`src/logic/clock_check_cfg.svh`:
```
// Purpose: Offsets, field positions, reset values and counts of the
//          transmit clock check.
// Assumes: Included by its bare name from the design files.
// Notes:   Definitions only.
`ifndef CLOCK_CHECK_CFG_SVH
`define CLOCK_CHECK_CFG_SVH

// Register byte addresses
`define CC_STATUS_OFFSET      12'h0c0
`define CC_INT_ENABLE_OFFSET  12'h0bc
`define CC_CONTROL_OFFSET     12'h0c8
`define CC_ADDR_WIDTH         12

// Control register field positions
`define CC_COUNT_LSB          24
`define CC_COUNT_MSB          31
`define CC_UPPER_LSB          16
`define CC_UPPER_MSB          23
`define CC_LOWER_LSB          8
`define CC_LOWER_MSB          15
`define CC_AUTOSW_BIT         7
`define CC_RSVD_LSB           4
`define CC_RSVD_MSB           6
`define CC_PRESCALE_LSB       0
`define CC_PRESCALE_MSB       3

// Status and interrupt enable field position
`define CC_FAIL_BIT           2

// Reset values
`define CC_CONTROL_RESET      32'h0000_0000
`define CC_COUNT_RESET        8'h00
`define CC_BOUND_RESET        8'h00
`define CC_PRESCALE_RESET     4'h0
`define CC_READ_ZERO          32'h0000_0000

// Measurement window and prescaler limits
`define CC_WINDOW_EDGES       32
`define CC_WINDOW_LAST        5'h1f
`define CC_PRESCALE_MAX_CODE  4'h8
`define CC_COUNT_SATURATE     8'hff

`endif

```
`src/logic/clock_check_pkg.sv`:
```
// Purpose: Types shared by the transmit clock check modules.
// Assumes: Nothing beyond the cfg header.
// Notes:   Types only; numbers live in clock_check_cfg.svh.
package clock_check_pkg;

   typedef logic [7:0]  count_t;
   typedef logic [3:0]  prescale_t;
   typedef logic [4:0]  edge_count_t;

   typedef enum logic [1:0] {
      reg_none,
      reg_control,
      reg_status,
      reg_int_enable
   } reg_sel_t;

endpackage

```
`src/logic/meter_if.sv`:
```
// Purpose: Carries prescale setting and window results between modules.
// Assumes: One system clock domain.
// Notes:   window_done is a one-cycle pulse with window_count valid.
`timescale 1ns/1ps
interface meter_if;
   import clock_check_pkg::*;

   prescale_t prescale_select;
   logic      window_done;
   count_t    window_count;

   modport meter (
      input  prescale_select,
      output window_done,
      output window_count
   );

   modport ctrl (
      output prescale_select,
      input  window_done,
      input  window_count
   );
endinterface

```
`src/logic/clock_meter.sv`:
```
// Purpose: Counts prescaled system clocks per 32 master clock edges.
// Assumes: Master clock below half the system clock rate.
// Notes:   Count saturates at all ones so slow master clocks still fail high.
`timescale 1ns/1ps
`include "clock_check_cfg.svh"
module clock_meter
   import clock_check_pkg::*;
(
   input  wire logic clk,
   input  wire logic resetn,
   input  wire logic master_clock,
   meter_if.meter    m
);

   logic        mclk_meta;
   logic        mclk_sync;
   logic        mclk_prev;
   logic        mclk_edge;
   logic [7:0]  div_cnt;
   logic        tick;
   edge_count_t edge_cnt;
   count_t      sys_cnt;
   count_t      next_sys_cnt;
   logic        window_end;

   // Divide code to a mask of low divider bits; reserved codes use /256
   function automatic logic [7:0] prescale_mask(input prescale_t sel);
      logic [7:0] mask;
      mask = 8'hff;
      if (sel <= `CC_PRESCALE_MAX_CODE) begin
         mask = 8'((9'h001 << sel) - 9'h001);
      end
      return mask;
   endfunction

   // Two flops before any logic looks at the pin
   always_ff @(posedge clk or negedge resetn) begin
      if (!resetn) begin
         mclk_meta <= 1'b0;
         mclk_sync <= 1'b0;
         mclk_prev <= 1'b0;
      end else begin
         mclk_meta <= master_clock;
         mclk_sync <= mclk_meta;
         mclk_prev <= mclk_sync;
      end
   end

   assign mclk_edge = mclk_sync & ~mclk_prev;

   // Free-running divider feeding the check counter
   always_ff @(posedge clk or negedge resetn) begin
      if (!resetn) begin
         div_cnt <= 8'h00;
      end else begin
         div_cnt <= div_cnt + 8'h01;
      end
   end

   assign tick = (div_cnt & prescale_mask(m.prescale_select)) ==
                 prescale_mask(m.prescale_select);

   assign window_end = mclk_edge && (edge_cnt == `CC_WINDOW_LAST);

   always_ff @(posedge clk or negedge resetn) begin
      if (!resetn) begin
         edge_cnt <= 5'h00;
      end else if (mclk_edge) begin
         edge_cnt <= edge_cnt + 5'h01;
      end
   end

   always_comb begin
      next_sys_cnt = sys_cnt;
      if (tick && sys_cnt != `CC_COUNT_SATURATE) begin
         next_sys_cnt = sys_cnt + 8'h01;
      end
   end

   // Result taken and counter restarted only at a full window
   always_ff @(posedge clk or negedge resetn) begin
      if (!resetn) begin
         sys_cnt        <= `CC_COUNT_RESET;
         m.window_count <= `CC_COUNT_RESET;
         m.window_done  <= 1'b0;
      end else begin
         m.window_done <= window_end;
         if (window_end) begin
            m.window_count <= next_sys_cnt;
            sys_cnt        <= `CC_COUNT_RESET;
         end else begin
            sys_cnt <= next_sys_cnt;
         end
      end
   end

endmodule // clock_meter

```
`src/logic/transmit_clock_check.sv`:
```
// Purpose: APB register front end and failure logic of the transmit
//          clock check.
// Assumes: APB master per the published protocol; one system clock.
// Notes:   Every access completes with no wait cycle; unmapped addresses error.
`timescale 1ns/1ps
`include "clock_check_cfg.svh"
module transmit_clock_check
   import clock_check_pkg::*;
(
   input  wire logic                      clk,
   input  wire logic                      resetn,
   input  wire logic [`CC_ADDR_WIDTH-1:0] paddr,
   input  wire logic                      psel,
   input  wire logic                      penable,
   input  wire logic                      pwrite,
   input  wire logic [31:0]               pwdata,
   input  wire logic [3:0]                pstrb,
   output logic [31:0]                    prdata,
   output logic                           pready,
   output logic                           pslverr,
   input  wire logic                      tx_high_freq_master_clock,
   output logic                           failure_autoswitch_enable,
   output logic                           autoswitch_request,
   output logic                           transmit_interrupt
);

   meter_if mif ();

   count_t      measured_clock_count;
   count_t      count_upper_bound;
   count_t      count_lower_bound;
   logic        autoswitch_en;
   prescale_t   check_prescaler_select;
   logic        tx_clock_failure_flag;
   logic        failure_int_enable;

   reg_sel_t    setup_sel;
   logic        setup;
   logic        access_done;
   logic        wr_commit;
   logic        wr_control;
   logic        wr_status;
   logic        wr_int_enable;
   logic        failure_event;
   logic        next_failure_flag;
   logic [31:0] control_word;
   logic [31:0] next_prdata;

   clock_meter meter (
      .clk          (clk),
      .resetn       (resetn),
      .master_clock (tx_high_freq_master_clock),
      .m            (mif.meter)
   );

   assign mif.prescale_select = check_prescaler_select;

   // Address decode, shared by read data and write strobes
   function automatic reg_sel_t decode(
      input logic [`CC_ADDR_WIDTH-1:0] addr
   );
      reg_sel_t sel;
      sel = reg_none;
      case (addr)
         `CC_CONTROL_OFFSET:    sel = reg_control;
         `CC_STATUS_OFFSET:     sel = reg_status;
         `CC_INT_ENABLE_OFFSET: sel = reg_int_enable;
         default:               sel = reg_none;
      endcase
      return sel;
   endfunction

   assign setup_sel   = decode(paddr);
   assign setup       = psel && !penable;
   assign access_done = psel && penable && pready;
   assign wr_commit   = access_done && pwrite && !pslverr;

   assign wr_control    = wr_commit && (decode(paddr) == reg_control);
   assign wr_status     = wr_commit && (decode(paddr) == reg_status);
   assign wr_int_enable = wr_commit && (decode(paddr) == reg_int_enable);

   // No wait cycle: ready rises in the first access cycle
   always_ff @(posedge clk or negedge resetn) begin
      if (!resetn) begin
         pready  <= 1'b0;
         pslverr <= 1'b0;
      end else begin
         pready  <= setup;
         pslverr <= setup && (setup_sel == reg_none);
      end
   end

   always_comb begin
      control_word = `CC_READ_ZERO;
      control_word[`CC_COUNT_MSB:`CC_COUNT_LSB] = measured_clock_count;
      control_word[`CC_UPPER_MSB:`CC_UPPER_LSB] = count_upper_bound;
      control_word[`CC_LOWER_MSB:`CC_LOWER_LSB] = count_lower_bound;
      control_word[`CC_AUTOSW_BIT] = autoswitch_en;
      control_word[`CC_RSVD_MSB:`CC_RSVD_LSB] = 3'h0;
      control_word[`CC_PRESCALE_MSB:`CC_PRESCALE_LSB] =
         check_prescaler_select;
   end

   always_comb begin
      next_prdata = `CC_READ_ZERO;
      if (setup && !pwrite) begin
         case (setup_sel)
            reg_control: begin
               next_prdata = control_word;
            end
            reg_status: begin
               next_prdata[`CC_FAIL_BIT] = tx_clock_failure_flag;
            end
            reg_int_enable: begin
               next_prdata[`CC_FAIL_BIT] = failure_int_enable;
            end
            default: begin
               next_prdata = `CC_READ_ZERO;
            end
         endcase
      end
   end

   // Read data captured at setup, held through the access cycle
   always_ff @(posedge clk or negedge resetn) begin
      if (!resetn) begin
         prdata <= `CC_READ_ZERO;
      end else if (setup) begin
         prdata <= next_prdata;
      end
   end

   // Writable control fields honour byte strobes; reserved bits dropped
   always_ff @(posedge clk or negedge resetn) begin
      if (!resetn) begin
         count_upper_bound      <= `CC_BOUND_RESET;
         count_lower_bound      <= `CC_BOUND_RESET;
         autoswitch_en          <= 1'b0;
         check_prescaler_select <= `CC_PRESCALE_RESET;
      end else if (wr_control) begin
         if (pstrb[2]) begin
            count_upper_bound <=
               pwdata[`CC_UPPER_MSB:`CC_UPPER_LSB];
         end
         if (pstrb[1]) begin
            count_lower_bound <=
               pwdata[`CC_LOWER_MSB:`CC_LOWER_LSB];
         end
         if (pstrb[0]) begin
            autoswitch_en <= pwdata[`CC_AUTOSW_BIT];
            check_prescaler_select <=
               pwdata[`CC_PRESCALE_MSB:`CC_PRESCALE_LSB];
         end
      end
   end

   // Count field is read-only; only a finished window loads it
   always_ff @(posedge clk or negedge resetn) begin
      if (!resetn) begin
         measured_clock_count <= `CC_COUNT_RESET;
      end else if (mif.window_done) begin
         measured_clock_count <= mif.window_count;
      end
   end

   // Unsigned compare of the fresh count against both bounds
   assign failure_event = mif.window_done &&
      ((mif.window_count > count_upper_bound) ||
       (mif.window_count < count_lower_bound));

   // Set beats a same-cycle write-one clear so no failure is lost
   always_comb begin
      next_failure_flag = tx_clock_failure_flag;
      if (wr_status && pstrb[0] && pwdata[`CC_FAIL_BIT]) begin
         next_failure_flag = 1'b0;
      end
      if (failure_event) begin
         next_failure_flag = 1'b1;
      end
   end

   always_ff @(posedge clk or negedge resetn) begin
      if (!resetn) begin
         tx_clock_failure_flag <= 1'b0;
      end else begin
         tx_clock_failure_flag <= next_failure_flag;
      end
   end

   always_ff @(posedge clk or negedge resetn) begin
      if (!resetn) begin
         failure_int_enable <= 1'b0;
      end else if (wr_int_enable && pstrb[0]) begin
         failure_int_enable <= pwdata[`CC_FAIL_BIT];
      end
   end

   // Outputs straight from flops; one cycle after the flag and autoswitch_en they follow
   always_ff @(posedge clk or negedge resetn) begin
      if (!resetn) begin
         transmit_interrupt        <= 1'b0;
         failure_autoswitch_enable <= 1'b0;
         autoswitch_request        <= 1'b0;
      end else begin
         transmit_interrupt <= tx_clock_failure_flag &&
                               failure_int_enable;
         failure_autoswitch_enable <= autoswitch_en;
         autoswitch_request <= tx_clock_failure_flag &&
                               autoswitch_en;
      end
   end

endmodule // transmit_clock_check

```
`config.mk`:
```
export PLATFORM = sky130hd
export DESIGN_NAME = transmit_clock_check
export DESIGN_NICKNAME = d
export VERILOG_FILES = /design/src/logic/clock_check_pkg.sv /design/src/logic/meter_if.sv /design/src/logic/clock_meter.sv /design/src/logic/transmit_clock_check.sv
export VERILOG_INCLUDE_DIRS = /design/src /design/src/logic
export SDC_FILE = /design/constraint.sdc
export NUM_CORES = 1
export LEC_CHECK = 0
export BUFFER_PORTS_ARGS = -buffer_cell sky130_fd_sc_hd__buf_2
export CORE_UTILIZATION = 30
export CTS_CLUSTER_SIZE = 10
export DETAILED_ROUTE_END_ITERATION = 10
export SYNTH_ARGS = -nofsm -noshare
export SYNTH_HDL_FRONTEND = slang
export SYNTH_SLANG_ARGS = --single-unit
```
`constraint.sdc`:
```
create_clock -name clk -period 6.8 [get_ports clk]
set_input_delay 0.68 -clock clk [delete_from_list [all_inputs] [get_ports clk]]
set_output_delay 0.68 -clock clk [all_outputs]
set_load 0.05 [all_outputs]
```
Word-level counts from Yosys, hierarchy flattened --
Cells that the tools add are included.
Word-level totals: input bits 54, word-level logic and storage cells 78, output and inout bits 37, register bits 101
Cells by class: bitwise logic cells 3, $lt $le $gt $ge 3, add/subtract/negate cells 4, reductions and logical operators 27, mux-type cells 10, equal/unequal tests 9, shift operators 1
Operators by type and width (count):
- equality test 12 x 8 -> 1 bit, second input constant | 3
- two-way mux 32 bit | 1
- two-way mux 29 bit | 1
- two-way mux 8 bit | 3
- logical AND 1 bit | 18
- adder 8 x 1 -> 8 bit, second input constant | 2
- AND 8 bit | 1
- equality test 8 bit | 1
- greater-than comparator 8 bit | 1
- < comparator 8 bit | 1
- inequality test 8 bit, second input constant | 1
- << shifter 1 x 4 -> 8 bit, first input constant | 1
- subtractor 8 x 1 -> 8 bit, second input constant | 1
- case mux 2 bit (3 select lines) | 1
- AND reduction 2 bit | 3
- adder 5 x 1 -> 5 bit, second input constant | 1
- equality test 5 bit, second input constant | 1
- equality test 2 bit, second input constant | 2
- less-or-equal comparator 4 bit, second input constant | 1
- logical NOT 1 bit | 3
- case mux 1 bit (3 select lines) | 1
- equality test 2 x 1 -> 1 bit, second input constant | 1
- logical NOT 2 bit | 1
- two-way mux 1 bit | 2
- 5 further kinds | 5

Depth between registers and ports, before layout --
Gate-level depths: netlist of run 1.
depth in word-level cells 9, gate-level depth with buffers 10

Cells and area by module --
From an unflattened synthesis of run 1, not the netlist that was laid out.
Unflattened totals: cells, all modules 367, area total of the unflattened synthesis 4444.3 µm²
By module, submodules not included:
- transmit_clock_check | cells each 217, sequential area each 1626.6 µm², area an instance 2846.5 µm², times used 1
- clock_meter | cells each 150, sequential area each 825.8 µm², area an instance 1597.8 µm², times used 1

Worst setup path before layout of run 1 --
Ideal clock, no wire load.
path type input to register, start point in paddr[9], end point reg count_upper_bound[4], path buffers 0, slack 4.213 ns, stages 6, arrival 2.462 ns, path through or4_4 > nor4_4 > nand3_2 > nor4_4 > nand2_4 > mux2_4
Between the ends: cells in the longest elaborated chain, start to end 5
Ends and longest elaborated chain:
- start: declaration | RTL line transmit_clock_check.sv:12 | input wire logic [`CC_ADDR_WIDTH-1:0] paddr,
- equality test 12 x 8 -> 1 bit | RTL line transmit_clock_check.sv:64 | case (addr)
- case mux 2 bit (3 select lines) * | RTL line transmit_clock_check.sv:64
- equality test 2 x 1 -> 1 bit * | RTL line transmit_clock_check.sv:78 | assign wr_control = wr_commit && (decode(paddr) == reg_control);
- logical AND 1 bit * | RTL line transmit_clock_check.sv:78
- AND reduction 2 bit (no source line) *
- end signal: assignment | RTL line transmit_clock_check.sv:136 | count_upper_bound <= `CC_BOUND_RESET;
- end signal: assignment | RTL line transmit_clock_check.sv:142 | count_upper_bound <=
- end: declaration | RTL line transmit_clock_check.sv:30 | count_t count_upper_bound;
Every way passes the cells marked *; elsewhere a longest branch is shown, timed or not. A chain may end at the register's enable or synchronous reset.

Worst setup path in the final report of run 1 --
start point reg check_prescaler_select[3], end point reg meter.m.window_count[1]
Between the ends: cells in the longest elaborated chain, start to end 7
Ends and longest elaborated chain:
- start: declaration | RTL line transmit_clock_check.sv:33 | prescale_t check_prescaler_select;
- start signal: assignment | RTL line transmit_clock_check.sv:139 | check_prescaler_select <= `CC_PRESCALE_RESET;
- start signal: assignment | RTL line transmit_clock_check.sv:151 | check_prescaler_select <=
- << shifter 1 x 4 -> 8 bit | RTL line clock_meter.sv:31 | mask = 8'((9'h001 << sel) - 9'h001);
- subtractor 8 x 1 -> 8 bit | RTL line clock_meter.sv:31
- two-way mux 8 bit * | RTL line clock_meter.sv:30 | if (sel <= `CC_PRESCALE_MAX_CODE) begin
- AND 8 bit | RTL line clock_meter.sv:60 | assign tick = (div_cnt & prescale_mask(m.prescale_select)) ==
- equality test 8 bit * | RTL line clock_meter.sv:60
- logical AND 1 bit (no source line) *
- two-way mux 8 bit * | RTL line clock_meter.sv:75 | if (tick && sys_cnt != `CC_COUNT_SATURATE) begin
- end signal: assignment | RTL line clock_meter.sv:84 | m.window_count <= `CC_COUNT_RESET;
- end signal: assignment | RTL line clock_meter.sv:89 | m.window_count <= next_sys_cnt;
- end: declaration | RTL line meter_if.sv:15 | output window_count
Marked as above.

==> run_results.csv, run 1 <==
group,metric,value,unit
outcome,outcome,"completed",
grt,grt_pass1_vias,2935,
detailed_routing,met3_length,359,um
clock_network,root_buffer,"clkbuf_16",
placed_design,post_dp_cell_area,4956,um^2
grt,grt_use_total,12.22,%
clock_network,cts.clk_slew.worst_paths,0.06,ns
detailed_routing,met2WireLength,4.395,mm
sta,finalHoldViolCount,0,
floorplan,die_h,123.1,um
synth,synth_cells,364,
detailed_routing,route.antenna.remaining_nets,0,
floorplan,dieArea,15160,um^2
sta,fin_crit,2.790,ns
floorplan,rows,43,
synth,synth_area_leaders,"dfrtp_1 (56%), mux2_2 (7.9%), ha_1 (5.7%)",
synth,yosysWarnings,0,
pwr,internal-power,1.014,mW
synth,synthFlopType,"dfrtp_1",
final_layout,fin_area,5263,um^2
grt,grt_pass1_wl,14.22,mm
final_layout,nFillCells,1386,
sta,maxClockFrequency,358.4,MHz
detailed_routing,via_per_inst,4.797,
pwr,p_per_area,258.1,nW/um^2
clock_network,cts_buffer_depth,2,
detailed_routing,firstDrtPassIters,4,
detailed_routing,vias,2984,
synth,synth_cell_type_count,53,
detailed_routing,initialDrtViolationCount,185,
final_layout,fin_nets,511,
sta,max_slew_margin,21.88,%
grt,grt_overflow,0,
synth,post-synth-top-count-cell,"dfrtp_1",
synth,yosysTopAreaCellShare,55.71,%
synth,ys_ff_latch,98,
critical_path,endpoint_kind,"flip-flop",
critical_path,worstPathMaxFanout,12,
floorplan,ioPinCount,91,
sta,finalSetupTns,0,ns
clock_network,cts_sinks,98,
critical_path,path_class,"reg2reg",
sta,drv_slew,0,
pwr,switching_share,25.37,%
pwr,ir_worst_vdd,104.5,uV
floorplan,core_area,14100,um^2
sta,whs,0.2859,ns
synth,synth_area,4402,um^2
grt,grt_max_degree,64,
synth,synthTopCellsByCount,"dfrtp_1 (98), mux2_2 (31), a22o_1 (28)",
synth,synth_edf_count,0,
synth,yosysTopAreaCell,"dfrtp_1",
pwr,clock_power_share,37.6,%
pwr,leakage,2.625,nW
pwr,p_total,1.358,mW
critical_path,worstReg2RegStart,"check_prescaler_select[3]$_DFFE_PN0P_",
floorplan,die_w,123.1,um
final_layout,drive_above_1_share,29.86,%
detailed_routing,routedWlPerCell,14.15,um
clock_network,postCtsHoldBufs,0,
clock_network,cts_tree,"yes",
detailed_routing,met1_length,3.895,mm
sta,tightest_slew,1.168,ns
critical_path,reg2reg_slack,4.01,ns
clock_network,numCtsBuffers,9,
pwr,combPwrFrac,13.2,%
sta,fin_crit_sh,41.03,%
final_layout,fin_cells,622,
floorplan,initial_utilization,31.23,%
synth,synth_area_per_cell,12.09,um^2
critical_path,cp-start-kind,"flip-flop",
detailed_routing,routed_wl,8.803,mm
grt,antenna_found_initial,0,
sta,setup_viol,0,
critical_path,r2r_cells,8,
sta,rsz0062_at_grt,"no",
placed_design,portBuffers,75,
clock_network,ctsResizeCount,0,
detailed_routing,drc,0,
critical_path,r2r-end,"meter.m.window_count[1]$_DFFE_PN0P_",
clock_network,insertion_delay,0.34,ns
detailed_routing,top_layer,"met4",
final_layout,antenna_cells,0,
final_layout,syn_to_final_growth,19.56,%
synth,synthArstFlopShare,100.0,%
synth,yosysSeqAreaShare,55.71,%
clock_network,h-tree-depth,3,
critical_path,slowest_delay,0.51,ns
critical_path,arrival,2.99,ns
placed_design,dp.cells,606,
clock_network,postCtsSetupRepairBufs,0,
run,maxCapViolations,0,
sta,clock_skew,0.006980,ns
pwr,p_sw,344.6,uW
hold_path,hold_path_class,"in2async",
pwr,seq_power_share,49.2,%
critical_path,critPathRequiredTime,7.00,ns
placed_design,dpl.hpwl,6.480,mm
critical_path,cp_cell_sequence,"nor4_2 > inv_1 > ha_1 > o221ai_1 > or3_1 > nor3_1 > mux2i_1 > o21ai_0",
critical_path,crit_slowest_cell,"dfrtp_1",
placed_design,place.gp.congestion,0.8040,
flip-flops by register name (all words and copies together) (netlist names), 4 cells and up:
name and flops:
check_prescaler_select 4, count_lower_bound 8, count_upper_bound 8, measured_clock_count 8, meter.div_cnt 8, meter.edge_cnt 5, meter.m.window_count 8, meter.sys_cnt 8
prdata 29
layer usage:
metal  vias up  GRT usage (%)
met1      1486          15.14
met5         -              0
met3        11          3.090
li1       1435              -
met2        52          20.36
met4         0          4.744
worst max-delay path: cells and delay by family, from the launching register on:
kind / cells / cell delay (ns)
compound gates: 2 / 0.21
fa+ha+maj: 1 / 0.29
buf+inv: 1 / 0.08
flops: 1 / 0.51
mux: 1 / 0.30
simple gates: 3 / 1.25
placed cells by master (no fill, tap or decap), drive strengths merged, types with 2 or more instances in the layout:
cell and count:
dfrtp 98, buf 77, mux2 32, a22o 28, nand2 26, inv 22, ha 20, nor2 17
xnor2 13, clkbuf 12, o21ai 12, a21oi 8, nor4 7, nand4 6, nand3 6, nand2b 5
nor3 5, nand3b 3, xor2 3, nor4b 3, a21o 3, conb 3, nor2b 2, or3 2
o21bai 2, mux2i 2, nor3b 2, and2 2, o21a 2, clkinvlp 2, clkinv 2
power groups by stage:
stage                     Combinational, mW  Sequential, mW  Clock, mW
after floorplan                       0.127           0.668          0
after global placement                0.171           0.676          0
after detailed placement              0.182           0.679          0
after CTS                             0.183           0.668      0.526
after global routing                  0.205           0.675      0.548
final                                 0.180           0.668      0.510
cell type report:
cell class	instances	area, um^2	share of cell area, %
Sequential cell	98	2452	46.60
Inverter	23	86.33	1.641
Tap cell	180	225.2	4.280
Timing Repair Buffer	77	392.9	7.466
Multi-Input combinational cell	228	1799	34.19
Clock buffer	12	256.5	4.874
Clock inverter	4	50.05	0.9510
how the worst max path moves through the flow:
stage | start | to | slack (ns) | depth (start not counted)
2_1_floorplan | paddr[9] | count_upper_bound[4]$_DFFE_PN0P_ | 4.21 | 6
5_1_grt | check_prescaler_select[3]$_DFFE_PN0P_ | meter.m.window_count[1]$_DFFE_PN0P_ | 3.89 | 8
4_1_cts | check_prescaler_select[3]$_DFFE_PN0P_ | meter.m.window_count[1]$_DFFE_PN0P_ | 4.00 | 8
3_3_place_gp | paddr[9] | prdata[31]$_DFFE_PN0P_ | 3.75 | 6
6_report | check_prescaler_select[3]$_DFFE_PN0P_ | meter.m.window_count[1]$_DFFE_PN0P_ | 4.01 | 8
3_5_place_dp | paddr[9] | prdata[17]$_DFFE_PN0P_ | 3.70 | 6
stage by stage:
stage / util (%) / worst slack (ns)
floorplan: - / 4.213
CTS: 37.33 / 4.004
global route: 37.33 / 3.890
global placement: 35.16 / 3.747
detailed placement: 35.16 / 3.702
finish: 37.33 / 4.010
kinds of logic after synthesis:
| logic type | after synthesis | share of synthesized area [%] |
|---|---|---|
| xor+xnor | 16 | 3.184 |
| compound gates | 65 | 10.86 |
| fa+ha+maj | 20 | 5.685 |
| flops | 98 | 55.71 |
| simple gates | 90 | 12.02 |
| buf+inv | 40 | 3.724 |
| mux | 34 | 8.726 |
| other cells | 1 | 0.08519 |
Note: power is estimated with default switching activity, not from simulation.
==> run 2: changes to the inputs <==
--- a/config.mk
+++ b/config.mk
@@ -6,6 +6,7 @@
 export SDC_FILE = /design/constraint.sdc
 export NUM_CORES = 1
 export LEC_CHECK = 0
+export ABC_AREA = 1
 export BUFFER_PORTS_ARGS = -buffer_cell sky130_fd_sc_hd__buf_2
 export CORE_UTILIZATION = 30
 export CTS_CLUSTER_SIZE = 10
==> constraint.sdc (replaced) <==
create_clock -name clk -period 2.24 [get_ports clk]
set_input_delay 0.224 -clock clk [delete_from_list [all_inputs] [get_ports clk]]
set_output_delay 0.224 -clock clk [all_outputs]
set_load 0.05 [all_outputs]
==> run 2 against run 1 <==
Maximum frequency up 41%; clock power rose to 3.1 times the previous value; non-clock buffer count grew 7; sequential power rose to 3.0 times the previous value; first-iteration DRC count is 6.5% lower; critical endpoint unchanged; largest power group unchanged; highest routed layer unchanged.
==> run_results.csv, run 2 <==
group,metric,value,unit
outcome,outcome,"completed",
critical_path,crit_slowest_cell,"dfrtp_2",
critical_path,cp_top_family,"simple AND/OR/NAND/NOR gates",
synth,yosysTopAreaCell,"dfrtp_1",
clock_network,postCtsSetupRepairBufs,0,
sta,finalHoldViolCount,0,
hold_path,hold_path_class,"in2reg",
critical_path,arrival,2.21,ns
synth,yosysTopAreaCellShare,52.84,%
sta,drv_slew,0,
synth,synth_top_family_by_area,"simple AND/OR/NAND/NOR gates",
critical_path,critPathBufInv,2,
clock_network,root_buffer,"clkbuf_16",
critical_path,critPathRequiredTime,2.47,ns
clock_network,numCtsBuffers,9,
final_layout,final_common_cell,"nand2_1",
floorplan,rows,45,
grt,antenna_found_initial,0,
sta,max_slew_margin,35.58,%
final_layout,fin_nets,644,
critical_path,path_class,"reg2reg",
sta,finalSetupTns,0,ns
final_layout,largest_register,"prdata",
synth,synth-simple-area-share,20.28,%
grt,grt_use_total,14.12,%
clock_network,cts.clk_slew.worst_paths,0.07,ns
final_layout,syn_to_final_growth,19.98,%
detailed_routing,drc,0,
detailed_routing,routedWlPerCell,13.53,um
clock_network,h-tree-depth,3,
final_layout,drive_above_1_share,20.35,%
sta,tightest_slew,0.9653,ns
clock_network,insertion_delay,0.34,ns
hold_path,min_path_cells,2,
critical_path,reg2reg_slack,0.26,ns
synth,post-synth-top-count-cell,"nand2_1",
sta,setup_viol,0,
detailed_routing,vias,3646,
final_layout,fin_area,5568,um^2
floorplan,dieArea,15970,um^2
critical_path,cp_cell_sequence,"inv_1 > nand4_1 > ha_1 > inv_1 > a21oi_1 > nand2_1 > nand3_1 > nand2_1 > nand2_2 > nor2_8 > nand2_1 > nand3_1 > nand2_1",
run,maxCapViolations,0,
pwr,p_per_area,750.8,nW/um^2
grt,grt_pass1_wl,17.97,mm
floorplan,die_w,126.4,um
synth,synth_cells,491,
pwr,ir_worst_vdd,380.0,uV
floorplan,die_h,126.4,um
floorplan,ioPinCount,91,
detailed_routing,firstDrtPassIters,5,
synth,synth_mux_area_share,1.699,%
grt,grt_overflow,0,
synth,synthTopCellsByCount,"nand2_1 (136), dfrtp_1 (98), inv_1 (51)",
critical_path,crit_top_cell,"nand2_1",
placed_design,portBuffers,75,
synth,synth_area_per_cell,9.452,um^2
clock_network,cts_buffer_depth,2,
synth,ys_ff_latch,98,
critical_path,endpoint_kind,"flip-flop",
synth,synth_edf_count,0,
pwr,p_total,4.180,mW
placed_design,dpl.hpwl,7.386,mm
floorplan,core_area,15150,um^2
synth,synth_area,4641,um^2
pwr,leakage,3.017,nW
placed_design,place.gp.congestion,0.7675,
final_layout,final_cell_mix,"nand2_1 (136), dfrtp_1 (95), buf_2 (74)",
sta,fin_crit_sh,88.33,%
synth,synthArstFlopShare,100.0,%
critical_path,crit_cells,13,
clock_network,cts_sinks,98,
clock_network,cts_tree,"yes",
placed_design,post_dp_cell_area,5231,um^2
floorplan,initial_utilization,30.64,%
critical_path,r2r_cells,13,
synth,synth_xor_area_share,2.831,%
grt,grt_pass1_vias,3763,
detailed_routing,routed_wl,10.33,mm
sta,maxClockFrequency,505.4,MHz
detailed_routing,route.antenna.remaining_nets,0,
sta,clock_skew,0.006089,ns
synth,yosysWarnings,0,
synth,yosysSeqAreaShare,52.84,%
synth,synthAdderAreaFrac,5.392,%
critical_path,slowest_delay,0.47,ns
critical_path,worstPathMaxFanout,9,
detailed_routing,via_per_inst,4.779,
synth,synth_area_leaders,"dfrtp_1 (53%), nand2_1 (11%), a32o_1 (6.0%)",
sta,fin_crit,1.979,ns
critical_path,cp-start-kind,"flip-flop",
final_layout,largest_reg_flops,29,
synth,synth_compound_area_share,10.46,%
sta,whs,0.08247,ns
final_layout,antenna_cells,0,
synth,synthFlopType,"dfrtp_1",
grt,grt_max_degree,77,
sta,rsz0062_at_grt,"no",
synth,synth_cell_type_count,32,
detailed_routing,initialDrtViolationCount,173,
## run 2: cell types whose count changed in the layout (fill, tap and decap cells not counted), moves of 11 or more
cell / before / now
a22o_1: 28 / 0
a32o_1: 0 / 28
inv_1: 22 / 51
mux2_2: 31 / 7
nand2_1: 24 / 136
nand3_1: 5 / 40
xnor2_1: 13 / 2
## run 2: power breakdown
part           internal (mW)  total (mW)  leakage (nW)  switching, mW
Combinational          0.251       0.583          1.55          0.333
Clock                  0.933        1.60         0.153          0.669
Sequential              1.89        2.00          1.31          0.107
Total                   3.07        4.18          3.02           1.11
## run 2: what timing repair did
action	4_1_cts	5_1_grt
endpoints found under the hold margin	23	0
hold buffers	2	0
gates resized for setup	0	3
endpoints found under the setup margin	0	1
## run 2: worst reg2reg max path, stage by stage, from the launching register on
cell and delay (ns):
dfrtp_2 0.47, inv_1 0.13, nand4_1 0.11, ha_1 0.22, inv_1 0.10, a21oi_1 0.05, nand2_1 0.07, nand3_1 0.06
nand2_1 0.07, nand2_2 0.16, nor2_8 0.19, nand2_1 0.10, nand3_1 0.09, nand2_1 0.05
## run 2: per-stage QoR
step	std cells	utilization, %	setup WS, ns
after detailed placement	745	34.54	0.2418
final	763	36.76	0.2615
after global placement	745	34.54	0.3093
after global routing	763	36.76	0.02647
after CTS	763	36.74	0.2306
after floorplan	493	-	0.5228
## run 2: path summary, 6_finish.rpt
path | start | to
setup reg to reg | check_prescaler_select[2]$_DFFE_PN0P_ | meter.m.window_count[1]$_DFFE_PN0P_
setup / recovery | check_prescaler_select[2]$_DFFE_PN0P_ | meter.m.window_count[1]$_DFFE_PN0P_
hold / removal | penable | pready$_DFF_PN0_
max in group asynchronous | resetn | meter.edge_cnt[3]$_DFFE_PN0P_
min in group asynchronous | resetn | transmit_interrupt$_DFF_PN0_
hold reg to reg | meter.mclk_meta$_DFF_PN0_ | meter.mclk_sync$_DFF_PN0_
## run 2: cell families (layout without fill, tap and decap cells)
group | Yosys count | after routing
DFF | 98 | 98
AOI/OAI and AO/OA | 64 | 64
other | 1 | 3
and+or+nand+nor | 214 | 214
xor gates and xnor gates | 15 | 15
buffers and inverters | 72 | 154
muxes | 7 | 7
adders and majority gates | 20 | 20
## run 2: per-layer routing
metal  global-route usage (%)  up-vias  part of all wire [%]
li1                         -     1786                     -
met3                    3.669        4                   4.0
met2                    23.11       83                    48
met5                        0        -                     0
met1                    18.39     1773                    47
met4                    4.181        0                  0.57
## run 2: final cells by class
type / count / area [um^2]
Clock buffer: 11 / 252.7
Clock inverter: 5 / 60.06
Fill cell: 1522 / 9578
Inverter: 54 / 202.7
Multi-Input combinational cell: 323 / 1898
Sequential cell: 98 / 2456
Tap cell: 188 / 235.2
Timing Repair Buffer: 84 / 462.9
